**src/design/ccvb_defines.svh**
```systemverilog
`ifndef CCVB_DEFINES_SVH
`define CCVB_DEFINES_SVH

// ----------------------------------------
// register indices, byte address is four times the index
// ----------------------------------------
`define CCVB_IDX_EVENT 14'h0803
`define CCVB_IDX_CC1_CHG 14'h0804
`define CCVB_IDX_CC2_CHG 14'h0805
`define CCVB_IDX_CC1_HITS 14'h0806
`define CCVB_IDX_CC2_HITS 14'h0807
`define CCVB_IDX_VBUS_HITS 14'h0808
`define CCVB_IDX_VBUS_CHG 14'h0809

// ----------------------------------------
// field positions
// ----------------------------------------
`define CCVB_EV_VALID 7
`define CCVB_EV_RP 6
`define CCVB_EV_DETACH 5
`define CCVB_EV_ATTACH 4
`define CCVB_EV_SUM2 1
`define CCVB_EV_SUM1 0
`define CCVB_VBUS_SAFE0 0
`define CCVB_VBUS_MASK 8'h3d

// ----------------------------------------
// reset values
// ----------------------------------------
`define CCVB_HITS_SRC_RST 8'hff
`define CCVB_HITS_SNK_RST 8'h00
`define CCVB_CHG_RST 8'h00

// ----------------------------------------
// timing
// ----------------------------------------
`define CCVB_CLK_PERIOD_NS 20
`define CCVB_STEP_SLOW_NS 1600000
`define CCVB_STEP_FAST_NS 100000
`define CCVB_STEP_SLOW_CYC (`CCVB_STEP_SLOW_NS / `CCVB_CLK_PERIOD_NS)
`define CCVB_STEP_FAST_CYC (`CCVB_STEP_FAST_NS / `CCVB_CLK_PERIOD_NS)

`endif

```
**src/design/ccvb_pkg.sv**
```systemverilog
package ccvb_pkg;

	typedef enum logic [1:0] {
		CCVB_PS_UNATTACHED = 2'b00,
		CCVB_PS_ATTACH_WAIT = 2'b01,
		CCVB_PS_ATTACHED_SRC = 2'b10,
		CCVB_PS_ATTACHED_SNK = 2'b11
	} ccvb_port_state_type;

	// channel 0 = cc pin 1, 1 = cc pin 2, 2 = vbus
	typedef struct packed {
		logic [2:0][7:0] sync1;
		logic [2:0][7:0] sync2;
		logic [2:0][7:0] hits;
		logic [2:0][7:0] target;
		logic [2:0][7:0] dbc_cnt;
		logic [2:0][7:0] chg;
		logic [16:0] prescale;
		logic tick;
		logic cc_seen;
		logic valid_flag;
		logic rp_flag;
		logic attach_flag;
		logic detach_flag;
		logic sum1;
		logic sum2;
		logic [31:0] prdata;
		logic pready;
		logic pslverr;
	} ccvb_state_type;

endpackage

```
**src/design/ccvb_bank.sv**
```systemverilog
// Behaviour
// - set compare-valid once, on first debounced cc load after the comparator is enabled
// - standalone sink: latch pull-up advertisement change pulses
// - other configurations: pull-up advertisement change bit reads zero, not settable
// - detach: source watches cc pins, sink watches vbus falling to safe zero
// - attach: source watches cc pins, sink needs cc attach and vbus present
// - attach and detach reported only in standalone mode
// - read-only per-pin summary bits flag changes of each cc change register
// - per pin eight change bits, set when same match bit toggles
// - change registers: write one clears a bit, zero leaves it
// - cc match bit set when voltage exceeds its programmed threshold
// - unattached: cc match updates after the unattached debounce interval
// - attach-wait or attached: cc match updates after the attached debounce interval
// - companion mode: cc match reads reset value until cc comparator enabled
// - debounced value where debounce-clear enable set, raw value otherwise
// - cc match resets to all ones for source role, zeros for sink
// - vbus_threshold_hits: levels 3..0 in bits 5..2, safe zero in bit 0
// - companion mode: vbus_threshold_hits reads zero until vbus comparator enabled
// - vbus_threshold_hits debounced per vbus debounce-clear enable
// - each toggling vbus_threshold_hits bit sets its vbus change bit
// - pulse-sourced event bits latch; cleared bit waits for a new pulse
// - device role zero is sink side, one is source side
// - debounce step is 1.6 ms with select zero, 100 us with one
`timescale 1ns/1ps
`default_nettype none
`include "ccvb_defines.svh"

module ccvb_bank
	import ccvb_pkg::*;
#(
	parameter int STEP_SLOW_CYC = `CCVB_STEP_SLOW_CYC,
	parameter int STEP_FAST_CYC = `CCVB_STEP_FAST_CYC
) (
	input wire logic clock,
	input wire logic sys_rst,
	input wire logic psel,
	input wire logic penable,
	input wire logic pwrite,
	input wire logic [15:0] paddr,
	input wire logic [31:0] pwdata,
	input wire logic [3:0] pstrb,
	output logic [31:0] prdata,
	output logic pready,
	output logic pslverr,
	input wire logic [7:0] cc1_compare_raw,
	input wire logic [7:0] cc2_compare_raw,
	input wire logic [7:0] vbus_sense_input,
	input wire logic source_side_port,
	input wire logic standalone_mode,
	input wire logic cc_comparator_enable,
	input wire logic vbus_comparator_enable,
	input wire logic debounce_step_select,
	input wire logic [1:0] port_state,
	input wire logic [7:0] unattached_debounce_time,
	input wire logic [7:0] attached_debounce_time,
	input wire logic [7:0] cc1_debounce_clear_enable,
	input wire logic [7:0] cc2_debounce_clear_enable,
	input wire logic [7:0] vbus_debounce_clear_enable,
	input wire logic cc_attach_pulse,
	input wire logic cc_detach_pulse,
	input wire logic pullup_advert_pulse
);

	// ----------------------------------------
	// state
	// ----------------------------------------
	ccvb_state_type state_ff;
	ccvb_state_type nxt_state;

	// last prescaler count of each step length; the prescaler wraps there
	localparam logic [16:0] SLOW_LAST = 17'(STEP_SLOW_CYC - 1);
	localparam logic [16:0] FAST_LAST = 17'(STEP_FAST_CYC - 1);

	// ----------------------------------------
	// next state
	// ----------------------------------------
	always_comb begin
		logic [13:0] idx;
		logic setup;
		logic wr;
		logic [7:0] clr;
		logic [7:0] interval;
		logic [7:0] mask;
		logic [7:0] held;
		logic [7:0] newv;
		logic [7:0] delta;
		logic hold;
		logic expire;
		logic cc_load;
		logic sink_standalone;
		logic attach_ev;
		logic detach_ev;
		logic [2:0][7:0] raw;
		logic [2:0][7:0] dbc_en;
		logic [31:0] rd;
		logic hit;
		logic wr_event;
		logic [2:0] wr_chg;
		idx = paddr[15:2];
		setup = psel && !penable;
		wr = psel && penable && state_ff.pready && pwrite;
		clr = pwdata[7:0] & {8{pstrb[0]}};
		interval = 8'h00;
		mask = 8'h00;
		held = 8'h00;
		newv = 8'h00;
		delta = 8'h00;
		hold = 1'b0;
		expire = 1'b0;
		cc_load = 1'b0;
		sink_standalone = standalone_mode && !source_side_port;
		attach_ev = 1'b0;
		detach_ev = 1'b0;
		raw = {vbus_sense_input & `CCVB_VBUS_MASK, cc2_compare_raw, cc1_compare_raw};
		dbc_en = {vbus_debounce_clear_enable, cc2_debounce_clear_enable,
			cc1_debounce_clear_enable};
		rd = 32'h0000_0000;
		hit = 1'b1;
		wr_event = wr && (idx == `CCVB_IDX_EVENT);
		wr_chg[0] = wr && (idx == `CCVB_IDX_CC1_CHG);
		wr_chg[1] = wr && (idx == `CCVB_IDX_CC2_CHG);
		wr_chg[2] = wr && (idx == `CCVB_IDX_VBUS_CHG);
		nxt_state = state_ff;

		// ----------------------------------------
		// input synchronisers
		// ----------------------------------------
		// comparator outputs are asynchronous to this clock; only the second
		// stage feeds the debouncers, so a metastable first stage never leaks
		nxt_state.sync1 = raw;
		nxt_state.sync2 = state_ff.sync1;

		// ----------------------------------------
		// debounce step generator
		// ----------------------------------------
		// one shared prescaler for all channels: a debounce may run up to one
		// step short, traded for a single counter instead of three
		nxt_state.tick = 1'b0;
		if (state_ff.prescale >= (debounce_step_select ? FAST_LAST : SLOW_LAST)) begin
			nxt_state.prescale = 17'h00000;
			nxt_state.tick = 1'b1;
		end else begin
			nxt_state.prescale = state_ff.prescale + 17'h00001;
		end

		// ----------------------------------------
		// debounce interval by port state
		// ----------------------------------------
		// attach-wait and both attached states share the pd interval; an
		// unknown code falls back to the unattached interval so that a
		// glitch on the state lines never freezes the match registers
		case (ccvb_port_state_type'(port_state))
			CCVB_PS_UNATTACHED: begin
				interval = unattached_debounce_time;
			end
			CCVB_PS_ATTACH_WAIT: begin
				interval = attached_debounce_time;
			end
			CCVB_PS_ATTACHED_SRC: begin
				interval = attached_debounce_time;
			end
			CCVB_PS_ATTACHED_SNK: begin
				interval = attached_debounce_time;
			end
			default: begin
				interval = unattached_debounce_time;
			end
		endcase

		// ----------------------------------------
		// match channels
		// ----------------------------------------
		// per channel: bits without debounce enable follow the synchronised
		// input, the others load only once the whole enabled group is steady
		for (int c = 0; c < 3; c++) begin
			mask = dbc_en[c];
			if (c == 2) begin
				hold = !standalone_mode && !vbus_comparator_enable;
				held = 8'h00;
			end else begin
				hold = !standalone_mode && !cc_comparator_enable;
				held = source_side_port ? `CCVB_HITS_SRC_RST : `CCVB_HITS_SNK_RST;
			end
			// raw bits pass straight through, debounced bits wait out the interval
			newv = (state_ff.hits[c] & mask) | (state_ff.sync2[c] & ~mask);
			expire = 1'b0;
			if ((state_ff.sync2[c] & mask) != (state_ff.target[c] & mask)) begin
				nxt_state.target[c] = state_ff.sync2[c];
				nxt_state.dbc_cnt[c] = 8'h00;
			end else if (((state_ff.hits[c] ^ state_ff.sync2[c]) & mask) != 8'h00) begin
				if (state_ff.dbc_cnt[c] >= interval) begin
					expire = 1'b1;
					newv = state_ff.sync2[c];
					nxt_state.dbc_cnt[c] = 8'h00;
				end else if (state_ff.tick) begin
					nxt_state.dbc_cnt[c] = state_ff.dbc_cnt[c] + 8'h01;
				end
			end
			// in companion mode a disabled comparator pins the register to its default; the step
			// into or out of that default still counts as a change
			if (hold) begin
				newv = held;
				expire = 1'b0;
				nxt_state.dbc_cnt[c] = 8'h00;
			end
			nxt_state.hits[c] = newv;
			if (c < 2 && expire) begin
				cc_load = 1'b1;
			end
			delta = newv ^ state_ff.hits[c];
			nxt_state.chg[c] = state_ff.chg[c];
			if (wr_chg[c]) begin
				nxt_state.chg[c] = state_ff.chg[c] & ~clr;
			end
			// set after clear: an event in the clearing cycle is kept
			nxt_state.chg[c] = nxt_state.chg[c] | delta;
		end

		// ----------------------------------------
		// event flags
		// ----------------------------------------
		// a sink has no cc detach of its own: loss of vbus, seen as the safe
		// zero match rising, ends the connection
		if (source_side_port) begin
			attach_ev = cc_attach_pulse;
			detach_ev = cc_detach_pulse;
		end else begin
			attach_ev = cc_attach_pulse && !state_ff.hits[2][`CCVB_VBUS_SAFE0];
			detach_ev = nxt_state.hits[2][`CCVB_VBUS_SAFE0]
				&& !state_ff.hits[2][`CCVB_VBUS_SAFE0];
		end
		// in companion mode the host runs attach detection itself
		attach_ev = attach_ev && standalone_mode;
		detach_ev = detach_ev && standalone_mode;

		// ----------------------------------------
		// write-one clears, applied before the sets so that a set wins
		// ----------------------------------------
		if (wr_event) begin
			if (clr[`CCVB_EV_VALID]) begin
				nxt_state.valid_flag = 1'b0;
			end
			if (clr[`CCVB_EV_RP]) begin
				nxt_state.rp_flag = 1'b0;
			end
			if (clr[`CCVB_EV_ATTACH]) begin
				nxt_state.attach_flag = 1'b0;
			end
			if (clr[`CCVB_EV_DETACH]) begin
				nxt_state.detach_flag = 1'b0;
			end
		end
		// ----------------------------------------
		// event sets
		// ----------------------------------------
		// compare-valid fires once per enable; later loads leave it alone so
		// software can clear it without it reappearing on every debounce
		if (cc_load && !state_ff.cc_seen) begin
			nxt_state.valid_flag = 1'b1;
			nxt_state.cc_seen = 1'b1;
		end
		// forget the first-match history while the comparator is off in companion mode
		if (!standalone_mode && !cc_comparator_enable) begin
			nxt_state.cc_seen = 1'b0;
		end
		// outside standalone sink the flag is held at zero, so a stale change
		// cannot surface when the port later becomes a standalone sink
		if (pullup_advert_pulse && sink_standalone) begin
			nxt_state.rp_flag = 1'b1;
		end
		if (!sink_standalone) begin
			nxt_state.rp_flag = 1'b0;
		end
		// the pulse sources do not persist, so the flags latch them
		if (attach_ev) begin
			nxt_state.attach_flag = 1'b1;
		end
		if (detach_ev) begin
			nxt_state.detach_flag = 1'b1;
		end

		// ----------------------------------------
		// per-pin summaries
		// ----------------------------------------
		// summary is not writable; it drops once its change register is empty
		if (nxt_state.chg[0] == 8'h00) begin
			nxt_state.sum1 = 1'b0;
		end
		if (nxt_state.chg[1] == 8'h00) begin
			nxt_state.sum2 = 1'b0;
		end
		if ((nxt_state.chg[0] & ~state_ff.chg[0]) != 8'h00) begin
			nxt_state.sum1 = 1'b1;
		end
		if ((nxt_state.chg[1] & ~state_ff.chg[1]) != 8'h00) begin
			nxt_state.sum2 = 1'b1;
		end

		// ----------------------------------------
		// apb slave, answer registered in setup so access has no wait state
		// ----------------------------------------
		case (idx)
			`CCVB_IDX_EVENT: begin
				rd[`CCVB_EV_VALID] = state_ff.valid_flag;
				rd[`CCVB_EV_RP] = state_ff.rp_flag && sink_standalone;
				rd[`CCVB_EV_DETACH] = state_ff.detach_flag;
				rd[`CCVB_EV_ATTACH] = state_ff.attach_flag;
				rd[`CCVB_EV_SUM2] = state_ff.sum2;
				rd[`CCVB_EV_SUM1] = state_ff.sum1;
			end
			// reads have no side effects, so reading a change register never
			// clears it; software must write ones back
			`CCVB_IDX_CC1_CHG: begin
				rd[7:0] = state_ff.chg[0];
			end
			`CCVB_IDX_CC2_CHG: begin
				rd[7:0] = state_ff.chg[1];
			end
			`CCVB_IDX_CC1_HITS: begin
				rd[7:0] = state_ff.hits[0];
			end
			`CCVB_IDX_CC2_HITS: begin
				rd[7:0] = state_ff.hits[1];
			end
			`CCVB_IDX_VBUS_HITS: begin
				rd[7:0] = state_ff.hits[2] & `CCVB_VBUS_MASK;
			end
			`CCVB_IDX_VBUS_CHG: begin
				rd[7:0] = state_ff.chg[2];
			end
			default: hit = 1'b0;
		endcase
		// the answer is latched at the setup edge, so every transfer takes
		// exactly one access cycle and pready never stretches
		nxt_state.pready = setup;
		if (setup) begin
			nxt_state.prdata = pwrite ? 32'h0000_0000 : rd;
			nxt_state.pslverr = !hit;
		end else if (!psel) begin
			nxt_state.prdata = 32'h0000_0000;
			nxt_state.pslverr = 1'b0;
		end

		// ----------------------------------------
		// synchronous reset
		// ----------------------------------------
		// the role is sampled while reset is high, so the cc match default
		// follows whatever role is presented at that time
		if (sys_rst) begin
			nxt_state = '0;
			nxt_state.hits[0] = source_side_port ? `CCVB_HITS_SRC_RST : `CCVB_HITS_SNK_RST;
			nxt_state.hits[1] = source_side_port ? `CCVB_HITS_SRC_RST : `CCVB_HITS_SNK_RST;
			nxt_state.target[0] = nxt_state.hits[0];
			nxt_state.target[1] = nxt_state.hits[1];
			nxt_state.chg = {3{`CCVB_CHG_RST}};
		end
	end

	// ----------------------------------------
	// state register
	// ----------------------------------------
	always_ff @(posedge clock) begin
		state_ff <= nxt_state;
	end

	// ----------------------------------------
	// outputs, straight from the state register
	// ----------------------------------------
	assign prdata = state_ff.prdata;
	assign pready = state_ff.pready;
	assign pslverr = state_ff.pslverr;

endmodule // ccvb_bank

`default_nettype wire

```
**config.mk**
```make
export PLATFORM = sky130hd
export DESIGN_NAME = ccvb_bank
export DESIGN_NICKNAME = d
export VERILOG_FILES = /design/src/design/ccvb_pkg.sv /design/src/design/ccvb_bank.sv
export VERILOG_INCLUDE_DIRS = /design/src /design/src/design
export SDC_FILE = /design/constraint.sdc
export NUM_CORES = 1
export LEC_CHECK = 0
export BUFFER_PORTS_ARGS = -buffer_cell sky130_fd_sc_hd__buf_4
export CAP_MARGIN = 40
export CELL_PAD_IN_SITES_DETAIL_PLACEMENT = 0
export CELL_PAD_IN_SITES_GLOBAL_PLACEMENT = 1
export CORE_ASPECT_RATIO = 0.7
export CORE_MARGIN = 5
export CORE_UTILIZATION = 30
export CTS_CLUSTER_SIZE = 12
export DETAILED_ROUTE_END_ITERATION = 10
export GPL_ROUTABILITY_DRIVEN = 0
export HOLD_SLACK_MARGIN = 0.03
export PLACE_DENSITY = 0.62
export SLEW_MARGIN = 20
export SYNTH_ARGS = -nofsm -noshare
export SYNTH_HDL_FRONTEND = slang
export SYNTH_SLANG_ARGS = --single-unit
```
**constraint.sdc**
```tcl
create_clock -name clock -period 5.9 [get_ports clock]
set_clock_uncertainty 0.05 [all_clocks]
set_input_delay 0.59 -clock clock [delete_from_list [all_inputs] [get_ports clock]]
set_output_delay 0.59 -clock clock [all_outputs]
set_load 0.01 [all_outputs]
```
**After elaboration in Yosys (flattened, before gate mapping)**

Index checks and enable logic that the tools add are counted.
Widths: inputs -> output; s select.

- Input port bits: 131
- Register bits: 200

- Reduce and logical (&&, ||, !) cells: 64
- Eq/ne operators: 14
- Bitwise logic cells: 40
- $add $sub $neg: 4
- Muxes and demuxes: 75
- $lt $le $gt $ge: 4

Operator list:

| operator | number |
|---|---|
| $mux 8 | 35 |
| $and 8x8->8 | 21 |
| $mux 147 | 1 |
| $eq 14x12->1 const B | 7 |
| $mux 32 | 2 |
| $not 8->8 | 6 |
| $or 8x8->8 | 6 |
| $xor 8x8->8 | 6 |
| $reduce_bool 8->1 | 5 |
| $mux 17 | 2 |
| $reduce_bool 2->1 | 15 |
| $mux 1 | 29 |
| $pmux 4 s7 | 1 |
| $add 8x1->8 const B | 3 |
| $ge 8x8->1 | 3 |
| $ne 8x8->1 | 3 |
| $logic_and 1x1->1 | 18 |
| $add 17x1->17 const B | 1 |
| $ge 17x17->1 | 1 |
| $logic_not 8->1 | 2 |
| $pmux 8 s2 | 1 |
| $pmux 2 s7 | 1 |
| $reduce_and 2->1 | 7 |
| $pmux 2 s6 | 1 |
| other kinds (11) | 24 |

**Longest topological paths before layout**

- Depth in word-level cells: 14
- Gate-level depth with buffers: 16

**Least setup slack after synthesis**

Ideal clock, no wire load.

- Path type: input to register
- Start point: in port_state[0]
- End point: reg state_ff[36] (netlist bit)
- Arrival: 3.694 ns
- Cell stages on the path: 16
- Path slack: 2.024 ns
- Buffers on the path: 0
- Setup time: 0.132 ns
- Cells stage by stage: nor2_4 -> mux2_2 -> ha_1 -> nand2b_1 -> a21o_1 -> maj3_1 -> a21oi_1 -> o21ai_0 -> a31oi_1 -> nand2_1 -> mux2i_1 -> nor2_1 -> ha_1 -> mux2_2 -> nand2_1 -> a21oi_1

- Cells in the longest elaborated chain, start to end: 13
- Elaborated cells between the ends (all ways): 18
- Classes of those cells: order compare (1); eq/ne (3); mux (7); reduce/logical (7)

RTL lines:

| item | line | text |
|---|---|---|
| start: declaration | ccvb_bank.sv:53 | `input wire logic [1:0] port_state,` |
| $eq 2x2->1 / $eq 2x1->1 (equally long branches) | ccvb_bank.sv:152 | `case (ccvb_port_state_type'(port_state))` |
| $reduce_or 3->1 (no source line) | - |  |
| $pmux 8 s2 * | ccvb_bank.sv:152 |  |
| $ge 8x8->1 * | ccvb_bank.sv:191 | `if (state_ff.dbc_cnt[c] >= interval) begin` |
| $mux 8 * | ccvb_bank.sv:191 |  |
| $mux 8 * | ccvb_bank.sv:190 | `end else if (((state_ff.hits[c] ^ state_ff.sync2[c]) & mask) != 8'h00) begin` |
| $mux 8 * | ccvb_bank.sv:187 | `if ((state_ff.sync2[c] & mask) != (state_ff.target[c] & mask)) begin` |
| $mux 8 * | ccvb_bank.sv:201 | `if (hold) begin` |
| $logic_and 1x1->1 * | ccvb_bank.sv:229 | `` detach_ev = nxt_state.hits[2][`CCVB_VBUS_SAFE0] `` |
| $mux 1 * | ccvb_bank.sv:224 | `if (source_side_port) begin` |
| $logic_and 1x1->1 * | ccvb_bank.sv:234 | `detach_ev = detach_ev && standalone_mode;` |
| $reduce_bool 2->1 (no source line) | - |  |
| $reduce_and 2->1 (no source line) | - |  |
| end signal: assignment | ccvb_bank.sv:363 | `state_ff <= nxt_state;` |
| end: declaration | ccvb_bank.sv:67 | `ccvb_state_type state_ff;` |

Mark *: on every way between the ends. The rest lies on a longest branch, timed or not.
A chain may end at the register's enable or synchronous reset.

**Worst setup path after layout**

Ends and elaborated chain as after synthesis.

==> impl_results.md <==
* Starting Density at 0.3015
* Hold Slack at 302.8 ps
* Status: complete, no violations
* Critical path data arrival time at 4320 ps
* Seq/Total Area, Yosys at 0.3819
* Worst skew pair latency at 450 ps
* Tcrit/Tclk final at 0.6887
* Mapped Avg Cell Area at 8.513 µm²
* Max clock buf depth at 2
* Ys Warns at 0
* Die width at 220.8 µm
* Number of buffers created by CTS at 17
* Pwr dens at 256.4 nW/µm²
* # rows at 54
* DRT iter0 DRCs at 433
* Vias in the first global route at 7,380
* Layout Nets at 1,344
* Core ar. at 30,940 µm²
* Cts repair resizes at 0
* Largest area contributor in the netlist: dfxtp_1
* Lkg Pwr at 4.552 nW
* R2R depth at 15
* Initial antenna violation count at 0
* Synth top area share at 0.3304
* I/O Pins at 165
* # H-tree levels at 4
* Dpl cell area at 10,370 µm²
* Global-route wire length before repair at 41,660 µm
* Drt first pass iters at 6
* Top post-synthesis cells by area: dfxtp_1 33%, xor2_1 5.5%, edfxtp_1 5.1%, ha_1 4.8%, nand2_1 3.9%
* Largest net degree at the start of global routing at 61
* Post-Syn Area at 9330 µm²
* Postcts setup bufs at 0
* Post-route setup TNS at 0 ps
* WL final at 27,020 µm
* #FFs+latches synth at 170
* Share of layout cells above drive strength 1 at 0.1445
* Critical Path RT at 6150 ps
* Slew @ Worst Pin at 798.2 ps
* Total grt overflow at 0
* CP Max Fanout at 8
* Count of input and output buffers at 108
* Slew headroom at 0.4621
* Final setup fails at 0
* Hold path cells at 2
* Classification of the worst setup path: input pin to flop
* EDFF count, synth at 16
* All-Layer GR Usage at 0.1550
* DRC viols at 0
* Synth cell types at 73
* Via Count at 7,918
* CP Capture Type: flop
* Clock-pin slew on the worst setup and hold paths at 70 ps
* Mapped Cells at 1,096
* Peak supply drop at 0.0001553 V
* Critical Path Source Type: input pin
* Antenna Cells at 0
* Post-route minimum period at 4063 ps
* RSZ-0062 raised after global routing: no
* Max_cap viols at 0
* Final instance area at 10,980 µm²
* Hold_buf cts at 0
* P&R area growth vs syn at 17.65%
* Top-count cell post-synth: dfxtp_1
* Share of synthesized registers carrying an async set or reset at 0
* Max-slew violations at 0
* Hold Path Class: input pin to flop
* # clock sinks at 170
* Main synth FF type: dfxtp_1
* CTS tree: built
* Die Y at 157.6 µm
* F_max at 0.2461 GHz
* Clk Tree Root Cell: clkbuf_16
* Wire per inst at 16.78 µm
* Die area at 34,780 µm²
* Fillers at 3,251
* Final hold vios at 0
* Vias per cell at 4.918
* Most frequent cells after synthesis: 154 x dfxtp_1, 96 x nand2_1, 82 x nor2_1
* DP HPWL at 20,710 µm
* Post-route ant nets at 0
==> worst max-delay path, stage by stage <==
cell,delay (ps)
buf_4,120
nor2_4,250
mux2_2,420
ha_1,270
nand2b_1,150
a21o_1,200
maj3_1,330
a21oi_1,180
o21ai_0,180
a31oi_1,640
nand2_1,150
mux2i_1,230
nor2_1,70
ha_1,170
mux2_2,250
nand2_1,60
a21oi_1,50
==> state kept, by name, indices dropped and copies added, names as in the netlist <==
| signal | flops |
|---|---|
| pslverr | 1 |
| pready | 1 |
| state_ff | 160 |
| prdata | 8 |
==> final cells by class <==
type | count | area, µm² | area share
clock buffers | 24 | 514.2 | 0.04685
clock inverters | 8 | 83.83 | 0.007637
inverters | 40 | 150.1 | 0.01368
multi-input cells | 835 | 5294 | 0.4823
flip-flops and latches | 170 | 3563 | 0.3246
well taps | 420 | 525.5 | 0.04787
repair buffers | 113 | 845.8 | 0.07705
==> cells in the final DEF (no fill, tap or decap), drive strengths merged, types with 36 or more instances in the layout <==
cell,count
ha,36
buf,113
dfxtp,154
xor2,59
a21oi,71
nand2,96
nand3,48
o21ai,72
nor2b,52
nor2,83
or3,40
inv,40
==> where the power goes <==
part | switching, mW | internal (mW)
clock network | 0.488 | 0.656
logic | 0.206 | 0.170
registers | 0.0654 | 1.23
==> metal layers <==
layer / vias to the layer above / GRT usage / wire, µm
li1: 3999 / - / -
met2: 200 / 0.2197 / 10900
met4: 0 / 0.04132 / 396
met5: - / 0 / 0
met1: 3692 / 0.2301 / 13820
met3: 27 / 0.04288 / 1904
==> path summary, 6_finish.rpt <==
check	start	endpoint	slack (ps)
worst max-delay path	port_state[0]	state_ff[36]$_SDFFE_PP0P_	1840
worst min-delay path	cc2_compare_raw[5]	state_ff[192]$_SDFF_PP0_	300
worst max register to register	state_ff[99]$_SDFFE_PP0P_	state_ff[36]$_SDFFE_PP0P_	2250
worst min register to register	state_ff[190]$_SDFF_PP0_	state_ff[166]$_SDFF_PP0_	380
==> cell families (layout without fill, tap and decap cells) <==
logic type | Yosys count | count (layout) | share of synthesized area
buf+inv | 114 | 185 | 0.06048
other cells | 1 | 24 | 0.0004019
fa+ha+maj | 39 | 39 | 0.05163
compound gates | 246 | 246 | 0.1684
xor+xnor | 69 | 69 | 0.06477
simple gates | 427 | 427 | 0.2396
mux | 30 | 30 | 0.03272
flops | 170 | 170 | 0.3819
==> stage by stage <==
step | util | instances | power (mW) | setup slack, ps
detailed placement | 0.3352 | 1577 | 1.695 | 1336
global route | 0.3547 | 1610 | 2.952 | 1535
global placement | 0.3349 | 1576 | 1.691 | 1383
finish | 0.3547 | 1610 | 2.814 | 1837
floorplan | - | 1119 | 1.551 | 2024
CTS | 0.3545 | 1609 | 2.850 | 1805
Power figures use the tool's default switching activity.
